==> config.mk <==
export PLATFORM = sky130hd
export DESIGN_NAME = bcc_top
export DESIGN_NICKNAME = d
export VERILOG_FILES = /design/src/hdl/bcc_pkg.sv /design/src/hdl/bcc_top.sv
export SDC_FILE = /design/constraint.sdc
export NUM_CORES = 1
export LEC_CHECK = 0
export ABC_AREA = 1
export BUFFER_PORTS_ARGS = -buffer_cell sky130_fd_sc_hd__buf_2
export CAP_MARGIN = 15
export CORE_UTILIZATION = 25
export DETAILED_ROUTE_END_ITERATION = 8
export HOLD_SLACK_MARGIN = 0.06
export SYNTH_ARGS = -nofsm -noshare
export SYNTH_HDL_FRONTEND = slang
export SYNTH_SLANG_ARGS = --single-unit
==> constraint.sdc <==
create_clock -name clk_i -period 2.5 [get_ports clk_i]
set_input_delay 0.25 -clock clk_i [delete_from_list [all_inputs] [get_ports clk_i]]
set_output_delay 0.25 -clock clk_i [all_outputs]
set_load 0.005 [all_outputs]
==> src/hdl/bcc_pkg.sv <==
// Functional notes
// - Three modes only: charge, boost to the bus supply, high impedance.
// - High impedance turns boost and charger off and blocks current both ways.
// - Below the short-battery threshold pre-charge linearly, then start switched charging.
// - Switched charging runs at constant current with a slew-limited current reference.
// - Reaching the float voltage moves charging from current to voltage regulation.
// - With termination enabled, termination current ends the charge cycle.
// - Clearing the termination-enable bit disables current-based termination.
// - Float voltage is 3.50 V plus 20 mV per code, saturating at 4.44 V.
// - Charge current, input limit and termination codes sit in their register fields.
// - Float-voltage and weak-battery codes sit in host-writable register fields.
// - Battery falling below float minus recharge offset starts a new cycle.
// - Bus power-on reset clearing with a weak battery starts a new cycle.
// - Host clearing charger-disable or high-impedance request starts a new cycle.
// - On termination report ready for about 500 ms, then charge done if still connected.
// - Bus supply must stay valid for 30 ms before any charge start or restart.
package bcc_pkg;
   // Clock and timing.
   localparam int unsigned CLK_HZ        = 20_000_000;
   localparam int unsigned VBUS_VALID_MS = 30;
   localparam int unsigned READY_HOLD_MS = 500;
   localparam int unsigned SLEW_STEP_US  = 1000;
   localparam int unsigned VBUS_VALID_CYC = VBUS_VALID_MS * (CLK_HZ / 1000);
   localparam int unsigned READY_HOLD_CYC = READY_HOLD_MS * (CLK_HZ / 1000);
   localparam int unsigned SLEW_STEP_CYC  = SLEW_STEP_US * (CLK_HZ / 1_000_000);
   // Register indices; byte address is four times the index.
   localparam logic [2:0] IDX_STATUS = 3'h0;
   localparam logic [2:0] IDX_CTRL1  = 3'h1;
   localparam logic [2:0] IDX_FLOAT  = 3'h2;
   localparam logic [2:0] IDX_CURR   = 3'h4;
   // Control register one, float and current register fields.
   localparam int CTRL1_ILIM_LSB = 6;
   localparam int CTRL1_WEAK_LSB = 4;
   localparam int CTRL1_TE_BIT   = 3;
   localparam int CTRL1_CD_BIT   = 2;
   localparam int CTRL1_HZ_BIT   = 1;
   localparam int CTRL1_BST_BIT  = 0;
   localparam int FLOAT_LSB      = 2;
   localparam int CURR_CHG_LSB   = 4;
   localparam int CURR_TERM_LSB  = 0;
   // Reset values.
   localparam logic [7:0] CTRL1_RST = 8'h00;
   localparam logic [5:0] FLOAT_RST = 6'h02;
   localparam logic [2:0] CHG_RST   = 3'h0;
   localparam logic [2:0] TERM_RST  = 3'h0;
   // Float voltage decode in millivolts.
   localparam logic [12:0] FV_BASE_MV = 13'h0dac;
   localparam logic [12:0] FV_STEP_MV = 13'h0014;
   localparam logic [12:0] FV_MAX_MV  = 13'h1158;
   localparam logic [5:0]  FV_SAT_CODE = 6'h2f;
   // Status field and host-visible phase codes.
   localparam logic [1:0] STAT_READY = 2'h0;
   localparam logic [1:0] STAT_CHG   = 2'h1;
   localparam logic [1:0] STAT_DONE  = 2'h2;
   localparam logic [2:0] PH_IDLE = 3'h0;
   localparam logic [2:0] PH_QUAL = 3'h1;
   localparam logic [2:0] PH_PRE  = 3'h2;
   localparam logic [2:0] PH_CC   = 3'h3;
   localparam logic [2:0] PH_CV   = 3'h4;
   localparam logic [2:0] PH_TERM = 3'h5;
   localparam logic [2:0] PH_DONE = 3'h6;
   // Comparator inputs as one bundle.
   typedef struct packed {
      logic vbus_valid;
      logic bat_below_short;
      logic bat_at_float;
      logic bat_below_recharge;
      logic bat_below_weak;
      logic at_term_current;
      logic bat_present;
   } bcc_cmp_s;
   // Power stage drive bundle.
   typedef struct packed {
      logic precharge_en;
      logic pwm_en;
      logic cv_phase;
      logic boost_en;
      logic path_block;
   } bcc_drive_s;
   // Settings handed to the analog loops.
   typedef struct packed {
      logic [12:0] float_voltage_level;
      logic [2:0]  current_ref;
      logic [1:0]  input_current_limit_code;
      logic [2:0]  termination_current_code;
      logic [1:0]  weak_battery_threshold;
   } bcc_set_s;
endpackage : bcc_pkg

==> src/hdl/bcc_top.sv <==
// Implementation choices: the Wishbone interface to the registers and the register addresses.
`timescale 1ns/10ps
`default_nettype none
module bcc_top #(
   parameter int unsigned VBUS_VALID_CYC = bcc_pkg::VBUS_VALID_CYC,
   parameter int unsigned READY_HOLD_CYC = bcc_pkg::READY_HOLD_CYC,
   parameter int unsigned SLEW_STEP_CYC  = bcc_pkg::SLEW_STEP_CYC
) (
   // Clock and reset.
   input  wire logic               clk_i,
   input  wire logic               rst_i,
   // Wishbone slave.
   input  wire logic               cyc_i,
   input  wire logic               stb_i,
   input  wire logic               we_i,
   input  wire logic [4:0]         adr_i,
   input  wire logic [3:0]         sel_i,
   input  wire logic [31:0]        dat_i,
   output logic      [31:0]        dat_o,
   output logic                    ack_o,
   // Analog comparators.
   input  wire bcc_pkg::bcc_cmp_s  cmp_i,
   // Power stage.
   output bcc_pkg::bcc_drive_s     drive_o,
   output bcc_pkg::bcc_set_s       set_o
);
   typedef enum logic [8:0] {
      ST_IDLE  = 9'h001,
      ST_QUAL  = 9'h002,
      ST_PRE   = 9'h004,
      ST_CC    = 9'h008,
      ST_CV    = 9'h010,
      ST_TERM  = 9'h020,
      ST_DONE  = 9'h040,
      ST_HIZ   = 9'h080,
      ST_BOOST = 9'h100
   } bcc_state_e;

   bcc_state_e        state_ff, nxt_state;
   bcc_pkg::bcc_cmp_s meta_ff, cmp_ff;
   logic [7:0]        ctrl1_ff;
   logic [5:0]        float_ff;
   logic [2:0]        chg_ff, term_ff;
   logic              ack_ff;
   logic [31:0]       rdat_ff;
   logic [31:0]       vcnt_ff;
   logic              vok_ff;
   logic [31:0]       hcnt_ff;
   logic [31:0]       scnt_ff;
   logic [2:0]        iref_ff;
   logic              restart_ff;
   bcc_pkg::bcc_drive_s drive_ff;

   // Comparators pass two flops before anything looks at them.
   always_ff @(posedge clk_i) begin
      if (rst_i) begin
         meta_ff <= '0;
         cmp_ff  <= '0;
      end else begin
         meta_ff <= cmp_i;
         cmp_ff  <= meta_ff;
      end
   end

   // Bus decode.
   // Only the low byte lane holds a register, so sel_i[0] alone gates writes.
   wire       req      = cyc_i & stb_i & ~ack_ff;
   wire [2:0] idx      = adr_i[4:2];
   wire       wr_lane  = req & we_i & sel_i[0];
   wire       wr_ctrl1 = wr_lane & (idx == bcc_pkg::IDX_CTRL1);
   wire       wr_float = wr_lane & (idx == bcc_pkg::IDX_FLOAT);
   wire       wr_curr  = wr_lane & (idx == bcc_pkg::IDX_CURR);
   wire [7:0] wbyte    = dat_i[7:0];

   // Control fields.
   wire te      = ctrl1_ff[bcc_pkg::CTRL1_TE_BIT];
   wire chg_dis = ctrl1_ff[bcc_pkg::CTRL1_CD_BIT];
   wire hz_req  = ctrl1_ff[bcc_pkg::CTRL1_HZ_BIT];
   wire bst_req = ctrl1_ff[bcc_pkg::CTRL1_BST_BIT];

   // A restart only on a one-to-zero change by the host.
   wire cd_clear = wr_ctrl1 & chg_dis & ~wbyte[bcc_pkg::CTRL1_CD_BIT];
   wire hz_clear = wr_ctrl1 & hz_req & ~wbyte[bcc_pkg::CTRL1_HZ_BIT];

   // Bus validation window and power-on-reset release.
   wire vbus_ok_now = vcnt_ff >= VBUS_VALID_CYC;
   wire por_clear   = vbus_ok_now & ~vok_ff;
   wire qual_entry  = (nxt_state == ST_QUAL) & (state_ff != ST_QUAL);

   // A clearing write is held over one cycle, so that the start is judged
   // against the control value that the same write stored; judged on the old
   // value, the very bit being cleared would still veto the start.
   always_ff @(posedge clk_i) begin
      if (rst_i) begin
         restart_ff <= 1'b0;
      end else begin
         restart_ff <= cd_clear | hz_clear;
      end
   end

   // Start conditions for a fresh cycle.
   wire rch_start = (state_ff == ST_DONE) & cmp_ff.bat_below_recharge;
   wire por_start = por_clear & cmp_ff.bat_below_weak;
   wire reg_start = restart_ff;
   wire start_req = rch_start | por_start | reg_start;
   wire chg_allow = ~hz_req & ~chg_dis & ~bst_req;

   // Float voltage decode with saturation.
   wire [12:0] fv_lin = 13'(bcc_pkg::FV_BASE_MV + bcc_pkg::FV_STEP_MV * 13'(float_ff));
   wire [12:0] fv_mv  = (float_ff >= bcc_pkg::FV_SAT_CODE) ? bcc_pkg::FV_MAX_MV : fv_lin;

   // Host-visible phase code.
   wire [2:0] phase =
      (state_ff == ST_QUAL) ? bcc_pkg::PH_QUAL :
      (state_ff == ST_PRE)  ? bcc_pkg::PH_PRE  :
      (state_ff == ST_CC)   ? bcc_pkg::PH_CC   :
      (state_ff == ST_CV)   ? bcc_pkg::PH_CV   :
      (state_ff == ST_TERM) ? bcc_pkg::PH_TERM :
      (state_ff == ST_DONE) ? bcc_pkg::PH_DONE : bcc_pkg::PH_IDLE;

   // Ready while terminating, done after the hold, charging in active phases.
   wire [1:0] stat =
      (state_ff == ST_DONE) ? bcc_pkg::STAT_DONE :
      (state_ff == ST_PRE || state_ff == ST_CC || state_ff == ST_CV) ?
         bcc_pkg::STAT_CHG : bcc_pkg::STAT_READY;

   wire [7:0] status_byte = {1'b0, state_ff == ST_HIZ, state_ff == ST_BOOST, phase, stat};

   wire [31:0] rd_mux =
      (idx == bcc_pkg::IDX_STATUS) ? {24'h000000, status_byte} :
      (idx == bcc_pkg::IDX_CTRL1)  ? {24'h000000, ctrl1_ff} :
      (idx == bcc_pkg::IDX_FLOAT)  ? {24'h000000, float_ff, 2'h0} :
      (idx == bcc_pkg::IDX_CURR)   ? {24'h000000, 1'b0, chg_ff, 1'b0, term_ff} :
      32'h00000000;

   // Slave answers one cycle after the request; unmapped reads return zero.
   always_ff @(posedge clk_i) begin
      if (rst_i) begin
         ack_ff  <= 1'b0;
         rdat_ff <= 32'h00000000;
      end else begin
         ack_ff  <= req;
         rdat_ff <= req ? rd_mux : rdat_ff;
      end
   end

   // Host registers.
   always_ff @(posedge clk_i) begin
      if (rst_i) begin
         ctrl1_ff <= bcc_pkg::CTRL1_RST;
         float_ff <= bcc_pkg::FLOAT_RST;
         chg_ff   <= bcc_pkg::CHG_RST;
         term_ff  <= bcc_pkg::TERM_RST;
      end else begin
         if (wr_ctrl1) begin
            ctrl1_ff <= wbyte;
         end
         if (wr_float) begin
            float_ff <= wbyte[7:bcc_pkg::FLOAT_LSB];
         end
         if (wr_curr) begin
            chg_ff  <= wbyte[bcc_pkg::CURR_CHG_LSB +: 3];
            term_ff <= wbyte[bcc_pkg::CURR_TERM_LSB +: 3];
         end
      end
   end

   // Bus-valid counter restarts on any drop and at each qualification entry.
   // Saturating at the window keeps the count from wrapping during long charges.
   always_ff @(posedge clk_i) begin
      if (rst_i) begin
         vcnt_ff <= 32'h00000000;
         vok_ff  <= 1'b0;
      end else begin
         vok_ff <= vbus_ok_now;
         if (!cmp_ff.vbus_valid || qual_entry) begin
            vcnt_ff <= 32'h00000000;
         end else if (!vbus_ok_now) begin
            vcnt_ff <= vcnt_ff + 32'h00000001;
         end
      end
   end

   // Ready-hold timer runs only in the termination state.
   // Clearing it outside that state gives every termination a full hold.
   always_ff @(posedge clk_i) begin
      if (rst_i || state_ff != ST_TERM) begin
         hcnt_ff <= 32'h00000000;
      end else begin
         hcnt_ff <= hcnt_ff + 32'h00000001;
      end
   end
   wire hold_done = hcnt_ff >= READY_HOLD_CYC - 1;

   // Slew divider gives one step enable per period.
   // The divider runs free, so the first step after entry may come early.
   wire slew_en = scnt_ff >= SLEW_STEP_CYC - 1;
   always_ff @(posedge clk_i) begin
      if (rst_i || slew_en) begin
         scnt_ff <= 32'h00000000;
      end else begin
         scnt_ff <= scnt_ff + 32'h00000001;
      end
   end

   // Current reference ramps up one code per step to avoid overshoot;
   // a lowered setting takes effect at once since that is always safe.
   wire pwm_phase = (state_ff == ST_CC) | (state_ff == ST_CV);
   always_ff @(posedge clk_i) begin
      if (rst_i || !pwm_phase) begin
         iref_ff <= 3'h0;
      end else if (iref_ff > chg_ff) begin
         iref_ff <= chg_ff;
      end else if (slew_en && iref_ff < chg_ff) begin
         iref_ff <= iref_ff + 3'h1;
      end
   end

   // Phase sequencing; high impedance wins over boost, boost over charge.
   always_comb begin
      nxt_state = state_ff;
      if (hz_req) begin
         nxt_state = ST_HIZ;
      end else if (bst_req) begin
         nxt_state = ST_BOOST;
      end else begin
         unique case (state_ff)
            ST_IDLE, ST_HIZ, ST_BOOST: begin
               if (start_req && chg_allow) begin
                  nxt_state = ST_QUAL;
               end else begin
                  nxt_state = ST_IDLE;
               end
            end
            ST_QUAL: begin
               // The window count was cleared on entry, so a full window is waited.
               if (chg_dis) begin
                  nxt_state = ST_IDLE;
               end else if (vbus_ok_now) begin
                  nxt_state = cmp_ff.bat_below_short ? ST_PRE : ST_CC;
               end
            end
            ST_PRE: begin
               if (!cmp_ff.bat_below_short) begin
                  nxt_state = ST_CC;
               end
            end
            ST_CC: begin
               if (cmp_ff.bat_at_float) begin
                  nxt_state = ST_CV;
               end
            end
            ST_CV: begin
               if (te && cmp_ff.at_term_current) begin
                  nxt_state = ST_TERM;
               end
            end
            ST_TERM: begin
               if (hold_done) begin
                  nxt_state = (cmp_ff.bat_present && cmp_ff.vbus_valid) ? ST_DONE : ST_IDLE;
               end
            end
            ST_DONE: begin
               // Any start condition restarts, a weak cell at bus return included.
               if (start_req) begin
                  nxt_state = ST_QUAL;
               end
            end
            default: nxt_state = ST_IDLE;
         endcase
         // Charging phases stop when the bus is lost or the host disables.
         if ((state_ff == ST_PRE || pwm_phase) && (!cmp_ff.vbus_valid || chg_dis)) begin
            nxt_state = ST_IDLE;
         end
      end
   end

   always_ff @(posedge clk_i) begin
      if (rst_i) begin
         state_ff <= ST_IDLE;
      end else begin
         state_ff <= nxt_state;
      end
   end

   // Power stage drive, registered so the pins never glitch.
   // The path stays blocked while idle so that a dead input cannot drain the cell.
   always_ff @(posedge clk_i) begin
      if (rst_i) begin
         drive_ff <= '{precharge_en: 1'b0, pwm_en: 1'b0, cv_phase: 1'b0,
                       boost_en: 1'b0, path_block: 1'b1};
      end else begin
         drive_ff.precharge_en <= nxt_state == ST_PRE;
         drive_ff.pwm_en       <= nxt_state == ST_CC || nxt_state == ST_CV;
         drive_ff.cv_phase     <= nxt_state == ST_CV;
         drive_ff.boost_en     <= nxt_state == ST_BOOST;
         drive_ff.path_block   <= nxt_state == ST_HIZ || nxt_state == ST_IDLE;
      end
   end

   assign dat_o   = rdat_ff;
   assign ack_o   = ack_ff;
   assign drive_o = drive_ff;
   assign set_o   = '{float_voltage_level: fv_mv, current_ref: iref_ff,
                      input_current_limit_code: ctrl1_ff[bcc_pkg::CTRL1_ILIM_LSB +: 2],
                      termination_current_code: term_ff,
                      weak_battery_threshold: ctrl1_ff[bcc_pkg::CTRL1_WEAK_LSB +: 2]};
endmodule : bcc_top
`default_nettype wire

; ---- After elaboration in Yosys (flattened, before gate mapping)
; Cells that the tools add are included.
[classes]
n_lt_le_gt_ge = 6
reduce_logical = 21
addsub = 5
eq_ne = 21
n_mul = 1
bitwise_logic = 28
n_mux = 29
div_mod_pow = 0
n_shift = 0
[op_table]
columns = op, count
row1 = adder 32 x 1 -> 32 bit (second input constant), 3
row2 = two-way mux 9 bit, 10
row3 = one-hot mux 9 bit (7 select lines), 1
row4 = >= comparator 32 x 15 -> 1 bit (second input constant), 1
row5 = >= comparator 32 x 20 -> 1 bit (second input constant), 1
row6 = >= comparator 32 x 24 -> 1 bit (second input constant), 1
row7 = two-way mux 3 bit, 8
row8 = two-way mux 8 bit, 3
row9 = == test 9 x 1 -> 1 bit (second input constant), 2
row10 = == test 9 x 2 -> 1 bit (second input constant), 2
row11 = == test 9 x 3 -> 1 bit (second input constant), 2
row12 = == test 9 x 4 -> 1 bit (second input constant), 2
row13 = == test 9 x 5 -> 1 bit (second input constant), 2
row14 = == test 9 x 8 -> 1 bit (second input constant), 2
row15 = == test 9 bit (second input constant), 2
row16 = AND 1 bit, 17
row17 = two-way mux 7 bit, 2
row18 = adder 12 x 11 -> 13 bit (first input constant), 1
row19 = two-way mux 13 bit, 1
row20 = logical OR 1 bit, 10
row21 = == test 9 x 6 -> 1 bit (second input constant), 1
row22 = == test 9 x 7 -> 1 bit (second input constant), 1
row23 = multiplier 3 x 6 -> 9 bit (first input constant), 1
row24 = inequality test 9 x 2 -> 1 bit (second input constant), 1
row25 = 19 further kinds, 34
[totals]
n_memories = 0
latchBits = 0
inputBits = 53
romBits = 0
register_bits = 182
out_inout_bits = 61
ram_bits = 0
wordCells = 143

; ---- Longest topological paths before layout
; Gate-level depths: netlist (run 1).
[depth]
depth_word = 15
depth_mapped = 15
depth_no_buf = 14

; ---- Least setup slack after synthesis (run 1)
; Ideal clock, no wire load.
[synth_path]
kind = register to output
from = register float_ff[1]
to = output port set_o[20] (netlist name)
slack_ns = 0.342
arrival_ns = 1.908
stages_incl_launch_ff = 12
required_time_ns = 2.250
path_buffers = 0
cell_sequence = dfxtp_1 -> ha_1 -> ha_1 -> inv_1 -> fa_1 -> inv_1 -> o21ai_0 -> nand2_1 -> nor2_1 -> nor2_1 -> o21ai_0 -> a21oi_1
[synth_lines]
columns = element, line_no
row1 = start: declaration, bcc_top.sv:42  ; logic [5:0] float_ff;
row2 = start signal: assignment, bcc_top.sv:151  ; float_ff <= bcc_pkg::FLOAT_RST;
row3 = start signal: assignment, bcc_top.sv:159  ; float_ff <= wbyte[7:bcc_pkg::FLOAT_LSB];
row4 = end: declaration, bcc_top.sv:25  ; output bcc_pkg::bcc_set_s set_o

==> results of run 1 <==
==> flip-flops by register name, summed over array words and instances (netlist names) <==
name,cells
vcnt_ff,32
float_ff,6
vok_ff,1
cmp_ff,7
term_ff,3
meta_ff,7
ack_o,1
state_ff,9
drive_o,5
iref_ff,3
hcnt_ff,32
reg_start,1
scnt_ff,32
dat_o,8
chg_ff,3
ctrl1_ff,8
==> cell families (layout without fill, tap and decap cells) <==
family,count (synthesis),count (layout),synth area share (%)
AND/OR/NAND/NOR,457,457,30.5
flip-flops,158,158,39.5
buffers and inverters,225,286,12.5
adder cells (fa/ha/maj),19,19,3.06
XOR/XNOR,29,29,3.17
other,1,43,0.0469
AO/OA/AOI/OAI,162,162,11.2
==> metrics by stage <==
stage / std cells / hold slack (ns) / worst slack, ns / utilization [%]
floorplan: 1093 / 0.357 / 0.342 / -
global placement: 1509 / 0.399 / 0.0731 / 27.5
detailed placement: 1509 / 0.399 / 0.0425 / 27.5
CTS: 1553 / 0.0674 / -0.210 / 29.9
global route: 1556 / 0.107 / -0.313 / 30.2
finish: 1556 / 0.0767 / -0.220 / 30.2
==> cells in the final DEF (no fill, tap or decap), types with 20 or more instances in the layout <==
cell / synthesis / final
sky130_fd_sc_hd__dfxtp_1: 158 / 154
sky130_fd_sc_hd__inv_1: 155 / 150
sky130_fd_sc_hd__nor2_1: 134 / 131
sky130_fd_sc_hd__nand2_1: 134 / 129
sky130_fd_sc_hd__a21oi_1: 65 / 65
sky130_fd_sc_hd__buf_2: 2 / 58
sky130_fd_sc_hd__o21ai_0: 59 / 56
sky130_fd_sc_hd__conb_1: 1 / 43
sky130_fd_sc_hd__nand3_1: 38 / 38
sky130_fd_sc_hd__nor2_4: 29 / 31
sky130_fd_sc_hd__nor2_2: 19 / 20
==> per-layer routing <==
metal  global-route usage (%)  up-vias  wire [µm]
li1                         -     3502          -
met1                     14.6     3049       8850
met3                     2.90       12        667
met5                        0        -         13
met2                     18.0      127       7900
met4                     3.32        2        158
==> worst reg2reg max path, cell delays in order (launching register included) <==
cell                       delay, ns
sky130_fd_sc_hd__dfxtp_1        0.35
sky130_fd_sc_hd__ha_1           0.17
sky130_fd_sc_hd__nand2_1        0.08
sky130_fd_sc_hd__nor2_2         0.13
sky130_fd_sc_hd__inv_1          0.10
sky130_fd_sc_hd__nor3_2         0.18
sky130_fd_sc_hd__o21ai_0        0.12
sky130_fd_sc_hd__o21ai_0        0.12
sky130_fd_sc_hd__nand4_1        0.17
sky130_fd_sc_hd__nand2_1        0.13
sky130_fd_sc_hd__nand3_1        0.09
sky130_fd_sc_hd__o211ai_1       0.12
sky130_fd_sc_hd__nand3_1        0.11
sky130_fd_sc_hd__nand2_1        0.09
sky130_fd_sc_hd__nand2_1        0.05
==> final cells by class <==
type | count | area [µm²] | share of cell area (%)
clock buffers | 23 | 468 | 4.91
clock inverters | 8 | 85.1 | 0.893
inverters | 174 | 653 | 6.86
multi-input cells | 710 | 4130 | 43.3
flip-flops and latches | 158 | 3170 | 33.3
well taps | 402 | 503 | 5.28
repair buffers | 81 | 518 | 5.44
==> power groups by stage <==
stage	combinational [mW]	clock, mW	sequential [mW]
detailed placement	0.156	0	2.63
finish	0.176	2.44	2.57
global placement	0.155	0	2.62
floorplan	0.128	0	2.62
global route	0.198	2.62	2.57
CTS	0.170	2.51	2.57
==> worst paths after layout <==
path	slack, ns	cells past startpoint	start	endpoint
max	-0.22	12	float_ff[3]	set_o[20]
min	0.08	3	cmp_i[2]	meta_ff[2]
max reg2reg	0.36	14	hcnt_ff[0]	state_ff[0]
min reg2reg	0.40	2	meta_ff[0]	cmp_ff[0]
==> what timing repair did <==
action / 4_1_cts / 5_1_grt
hold buffers: 6 / 0
endpoints found under the hold margin: 6 / 0
pin swaps: 9 / 5
setup buffers: 7 / 5
resized for setup: 24 / 19
setup endpoints to repair: 6 / 10
==> metrics.txt, run 1 <==
area of the die=32700 µm²; total of warnings raised by yosys=0; Top delay family on crit path=adder cells; worst voltage drop across the vdd grid=0.387 mV; mean number of vias per cell=4.30; wire length of the first global-routing pass=29.8 mm; Hold Vio Cnt, Final=0; setup clock skew after layout=0.0103 ns; endpoint arrival time on the critical path=2.47 ns; vias after detailed routing=6692; list of most frequent post-synthesis cells=158 x sky130_fd_sc_hd__dfxtp_1, 155 x sky130_fd_sc_hd__inv_1, 134 x sky130_fd_sc_hd__nand2_1, 134 x sky130_fd_sc_hd__nor2_1, 65 x sky130_fd_sc_hd__a21oi_1; synthesized netlist cell count=1051; final setup violating endpoints=7; number of top-level design ports=114; result of the run=finished, violations left; type of element capturing the critical path=primary output; Fmax=0.368 GHz; Detail Route Antenna Nets=0; number of slew-limit violations in the final report=0; Starting Density=25.4%; internal power of the cells=4.04 mW; vias in the first global route=6255; failing checks=setup timing; count of TritonRoute iterations in the first routing pass=7; CTS clk-pin slew, worst paths=0.06 ns; Post-Synthesis Cell Area=8000 µm²; core footprint=31600 µm²; sum of overflow across all layers after global routing=0; fraction of layout instances using a drive strength above 1=20.0%; cell area after layout=9530 µm²; total CTS buffers=17; CTS HTree Levels=4; Cell Pwr Density=544 nW/µm²; max-slew headroom at the worst pin=50.3%; largest buffer count on any clock path=2; kind of start point of the critical path=register; final critical-path setup slack=-0.220 ns; maximum number of pins on one net before global-route repair=26; Horiz. Die Dim=181 µm; Die H=181 µm; filler instances=3392; sequential-to-total area share from yosys stat=39.5%; Min-Delay Path Class=in2reg; Clk pwr share=47.1%; setup repair after global routing missed its margin=yes; count of input and output buffers=58; Post-synth top flop=sky130_fd_sc_hd__dfxtp_1; Logic pwr share=3.4%; switching power share of the total=22.1%; Sink Count=158; Root Buffer Master=sky130_fd_sc_hd__clkbuf_16; measured slew at the worst slew-check pin=0.745 ns; Tcrit/Tclk final=109%; combined buffer and inverter count along the critical path=3; Total GRT Usage=11.2%; WL/cell=11.3 µm; Area growth, synth to finish=19.0%; final net count=1214; Crit path required time=2.25 ns; count of antenna diodes in the layout=0; max-cap check violation count=0; Remaining DRCs=0; static leakage=3.66 nW; Slowest cell on crit path=sky130_fd_sc_hd__fa_2; net switching component of the power=1.14 mW; library cells used by synthesis=51; fraction of synthesis flops using an asynchronous set or reset pin=0%; critical path type=reg2out; 1st-iter DRT viols=409; final routed wirelength across all metal layers=17.6 mm; clock network latency to the later pin of the worst-skew pair=0.42 ns; final critical-path required period=2.72 ns; half-perimeter wire length after detailed placement=13.2 mm; largest stage delay on the critical path=0.53 ns; post-synthesis average cell area=7.61 µm²; most repeated cell in the gate-level netlist after synthesis=sky130_fd_sc_hd__dfxtp_1; cells along the critical path=ha_4, ha_4, inv_2, fa_2, inv_2, o21ai_4, nand2_2, nor2_4, nor2_4, o21ai_1, a21oi_1, buf_2; flops & latches, synth=158; Flop pwr share=49.6%; maximum fanout encountered on the critical timing path=3; final-layout setup total negative slack=-1.16 ns; GPL Wtd Cong=0.858; count of flip-flops with a built-in enable after synthesis=0; leading area contributor after synthesis=sky130_fd_sc_hd__dfxtp_1; Placement Rows=65; CTS tree=yes; cell area after placement=8680 µm²; number of antenna violations at the first check in global routing=1; fraction of synthesized cell area taken by the top area cell type=39.5%; top cells by area, synth=sky130_fd_sc_hd__dfxtp_1 40%, sky130_fd_sc_hd__inv_1 7.3%, sky130_fd_sc_hd__nand2_1 6.3%, sky130_fd_sc_hd__nor2_1 6.3%, sky130_fd_sc_hd__nor2_4 4.1%; Power, Total=5.18 mW
No activity file was read; power rests on OpenSTA's default activity.
==> run 2, diff against run 1 <==
--- a/config.mk
+++ b/config.mk
@@ -8,6 +8,7 @@
 export ABC_AREA = 1
 export BUFFER_PORTS_ARGS = -buffer_cell sky130_fd_sc_hd__buf_2
 export CAP_MARGIN = 15
+export CORE_ASPECT_RATIO = 0.8
 export CORE_UTILIZATION = 25
 export DETAILED_ROUTE_END_ITERATION = 8
 export HOLD_SLACK_MARGIN = 0.06
==> run 2 against run 1 <==
Against the previous run: the run still ends with setup timing left; setup slack improved by 0.016 ns; cell area down 0.63%; die area about the same; core utilization is 0.064 points lower; sequential share of layout area grew 0.21 points.
==> metrics.txt, run 2 (synthesis results as in run 1) <==
Tcrit/Tclk final=108%; worst setup slack before clock tree synthesis=0.105 ns; Largest regs=hcnt_ff (32), scnt_ff (32), vcnt_ff (32); Horiz. Die Dim=202 µm; Min-Delay Path Class=in2reg; maximum fanout encountered on the critical timing path=4; final critical-path setup slack=-0.204 ns; number of top-level design ports=114; Hold Vio Cnt, Final=0; amount of wire on met3 after detailed routing=901 µm; final net count=1209; final routed wirelength across all metal layers=18.1 mm; maximum number of pins on one net before global-route repair=22; worst voltage drop across the vdd grid=0.446 mV; GPL Wtd Cong=0.860; routed length on met1=9.34 mm; cells along the critical path=ha_4, ha_4, inv_2, fa_2, inv_2, o21ai_2, nand2_1, nor2_1, nor2_1, o21ai_1, a21oi_1, buf_2; Cell Pwr Density=554 nW/µm²; Placement Rows=58; setup slack, reg-to-reg=0.29 ns; setup clock skew after layout=0.00907 ns; count of antenna diodes in the layout=0; final critical-path required period=2.70 ns; most used cells in the layout excluding fill and tap cells=154 x sky130_fd_sc_hd__dfxtp_1, 153 x sky130_fd_sc_hd__inv_1, 133 x sky130_fd_sc_hd__nor2_1, 133 x sky130_fd_sc_hd__nand2_1, 64 x sky130_fd_sc_hd__a21oi_1; critical path type=reg2out; count of input and output buffers=58; Detail Route Antenna Nets=0; Critical Path Stages=12; setup repair after global routing missed its margin=yes; total CTS buffers=17; largest buffer count on any clock path=2; area of the die=32700 µm²; Slowest cell on crit path=sky130_fd_sc_hd__fa_2; Sink Count=158; Critical Path Sink=set_o[20]; Area growth, synth to finish=18.3%; vias after detailed routing=6639; number of slew-limit violations in the final report=0; max-cap check violation count=0; startpoint of the lowest-slack register-to-register path=hcnt_ff[0]; cell area after placement=8730 µm²; 1st-iter DRT viols=454; number of cells on the worst reg-to-reg path=12; Multi-input gate area=4090 µm²; filler instances=3339; area used by sequential logic in the layout=3170 µm²; vias in the first global route=6102; CTS tree=yes; post-layout utilization of the core=30.1%; highest metal layer with signal wires=met4; kind of start point of the critical path=register; failing checks=setup timing; CTS HTree Levels=4; core footprint=31400 µm²; Hold Crit Start=cmp_i[0]; wire length of the first global-routing pass=29.8 mm; hold-critical path depth=3; fraction of layout instances using a drive strength above 1=19.3%; Die H=162 µm; mean number of vias per cell=4.23; WL/cell=11.5 µm; Crit path required time=2.25 ns; max-slew headroom at the worst pin=49.6%; Final Hold Slack=0.0618 ns; count of TritonRoute iterations in the first routing pass=5; cell area after layout=9470 µm²; sum of overflow across all layers after global routing=0; number of antenna violations at the first check in global routing=0; combined buffer and inverter count along the critical path=3; static leakage=3.64 nW; timing startpoint of the critical path=float_ff[3]; half-perimeter wire length after detailed placement=13.7 mm; leading cell type in the layout, fill and taps excluded=sky130_fd_sc_hd__dfxtp_1; met2 wire len=7.69 mm; largest stage delay on the critical path=0.53 ns; Fmax=0.370 GHz; Remaining DRCs=0; Top delay family on crit path=adder cells; measured slew at the worst slew-check pin=0.756 ns; Starting Density=25.5%; endpoint arrival time on the critical path=2.45 ns; Total GRT Usage=11.3%; capturing point of the worst reg2reg path=hcnt_ff[24]; type of element capturing the critical path=primary output; result of the run=finished, violations left; Root Buffer Master=sky130_fd_sc_hd__clkbuf_16; final setup violating endpoints=6; clock network latency to the later pin of the worst-skew pair=0.43 ns; CTS clk-pin slew, worst paths=0.06 ns
[run 2: routing by layer]
layer,GRT usage (%),vias to the layer above
met2,17.1,132
met5,0,-
met4,2.72,0
met1,15.7,3016
li1,-,3477
met3,3.05,14
[run 2: layout make-up]
type / count / share of cell area [%]
multi-input cells: 710 / 43.2
repair buffers: 76 / 4.86
clock inverters: 12 / 1.19
clock buffers: 20 / 4.82
flip-flops and latches: 158 / 33.5
well taps: 420 / 5.55
inverters: 174 / 6.90
[run 2: how the worst min path moves through the flow]
stage	endpoint	slack [ns]
2_1_floorplan	meta_ff[0]	0.36
4_1_cts	meta_ff[0]	0.07
3_3_place_gp	cmp_ff[3]	0.41
6_report	meta_ff[0]	0.06
5_1_grt	meta_ff[0]	0.08
3_5_place_dp	cmp_ff[3]	0.40
[run 2: power by group]
part           switching [mW]  leakage (nW)  internal [mW]  total [mW]
sequential             0.0163          1.28           2.55        2.57
combinational           0.112          2.08         0.0599       0.172
clock                    1.08         0.277           1.43        2.51
[run 2: worst register-to-register path: cells and delay by family, from the launching register on]
kind	cells	cell delay (ns)
flip-flops	1	0.35
AND/OR/NAND/NOR	9	1.33
adder cells (fa/ha/maj)	1	0.17
AO/OA/AOI/OAI	2	0.21
[run 2: stage by stage]
stage,TNS [ns],std cells,power (mW)
final,-0.982,1570,5.25
after global routing,-1.64,1570,5.44
after CTS,-0.901,1568,5.30
after detailed placement,0,1530,2.79
after global placement,0,1530,2.79
after floorplan,0,1093,2.75
[run 2: repair_timing]
item,in CTS,in global routing
endpoints found under the hold margin,4,0
pin swaps,11,8
hold buffers,4,0
gates resized for setup,15,10
endpoints found under the setup margin,6,6
buffers inserted,2,2
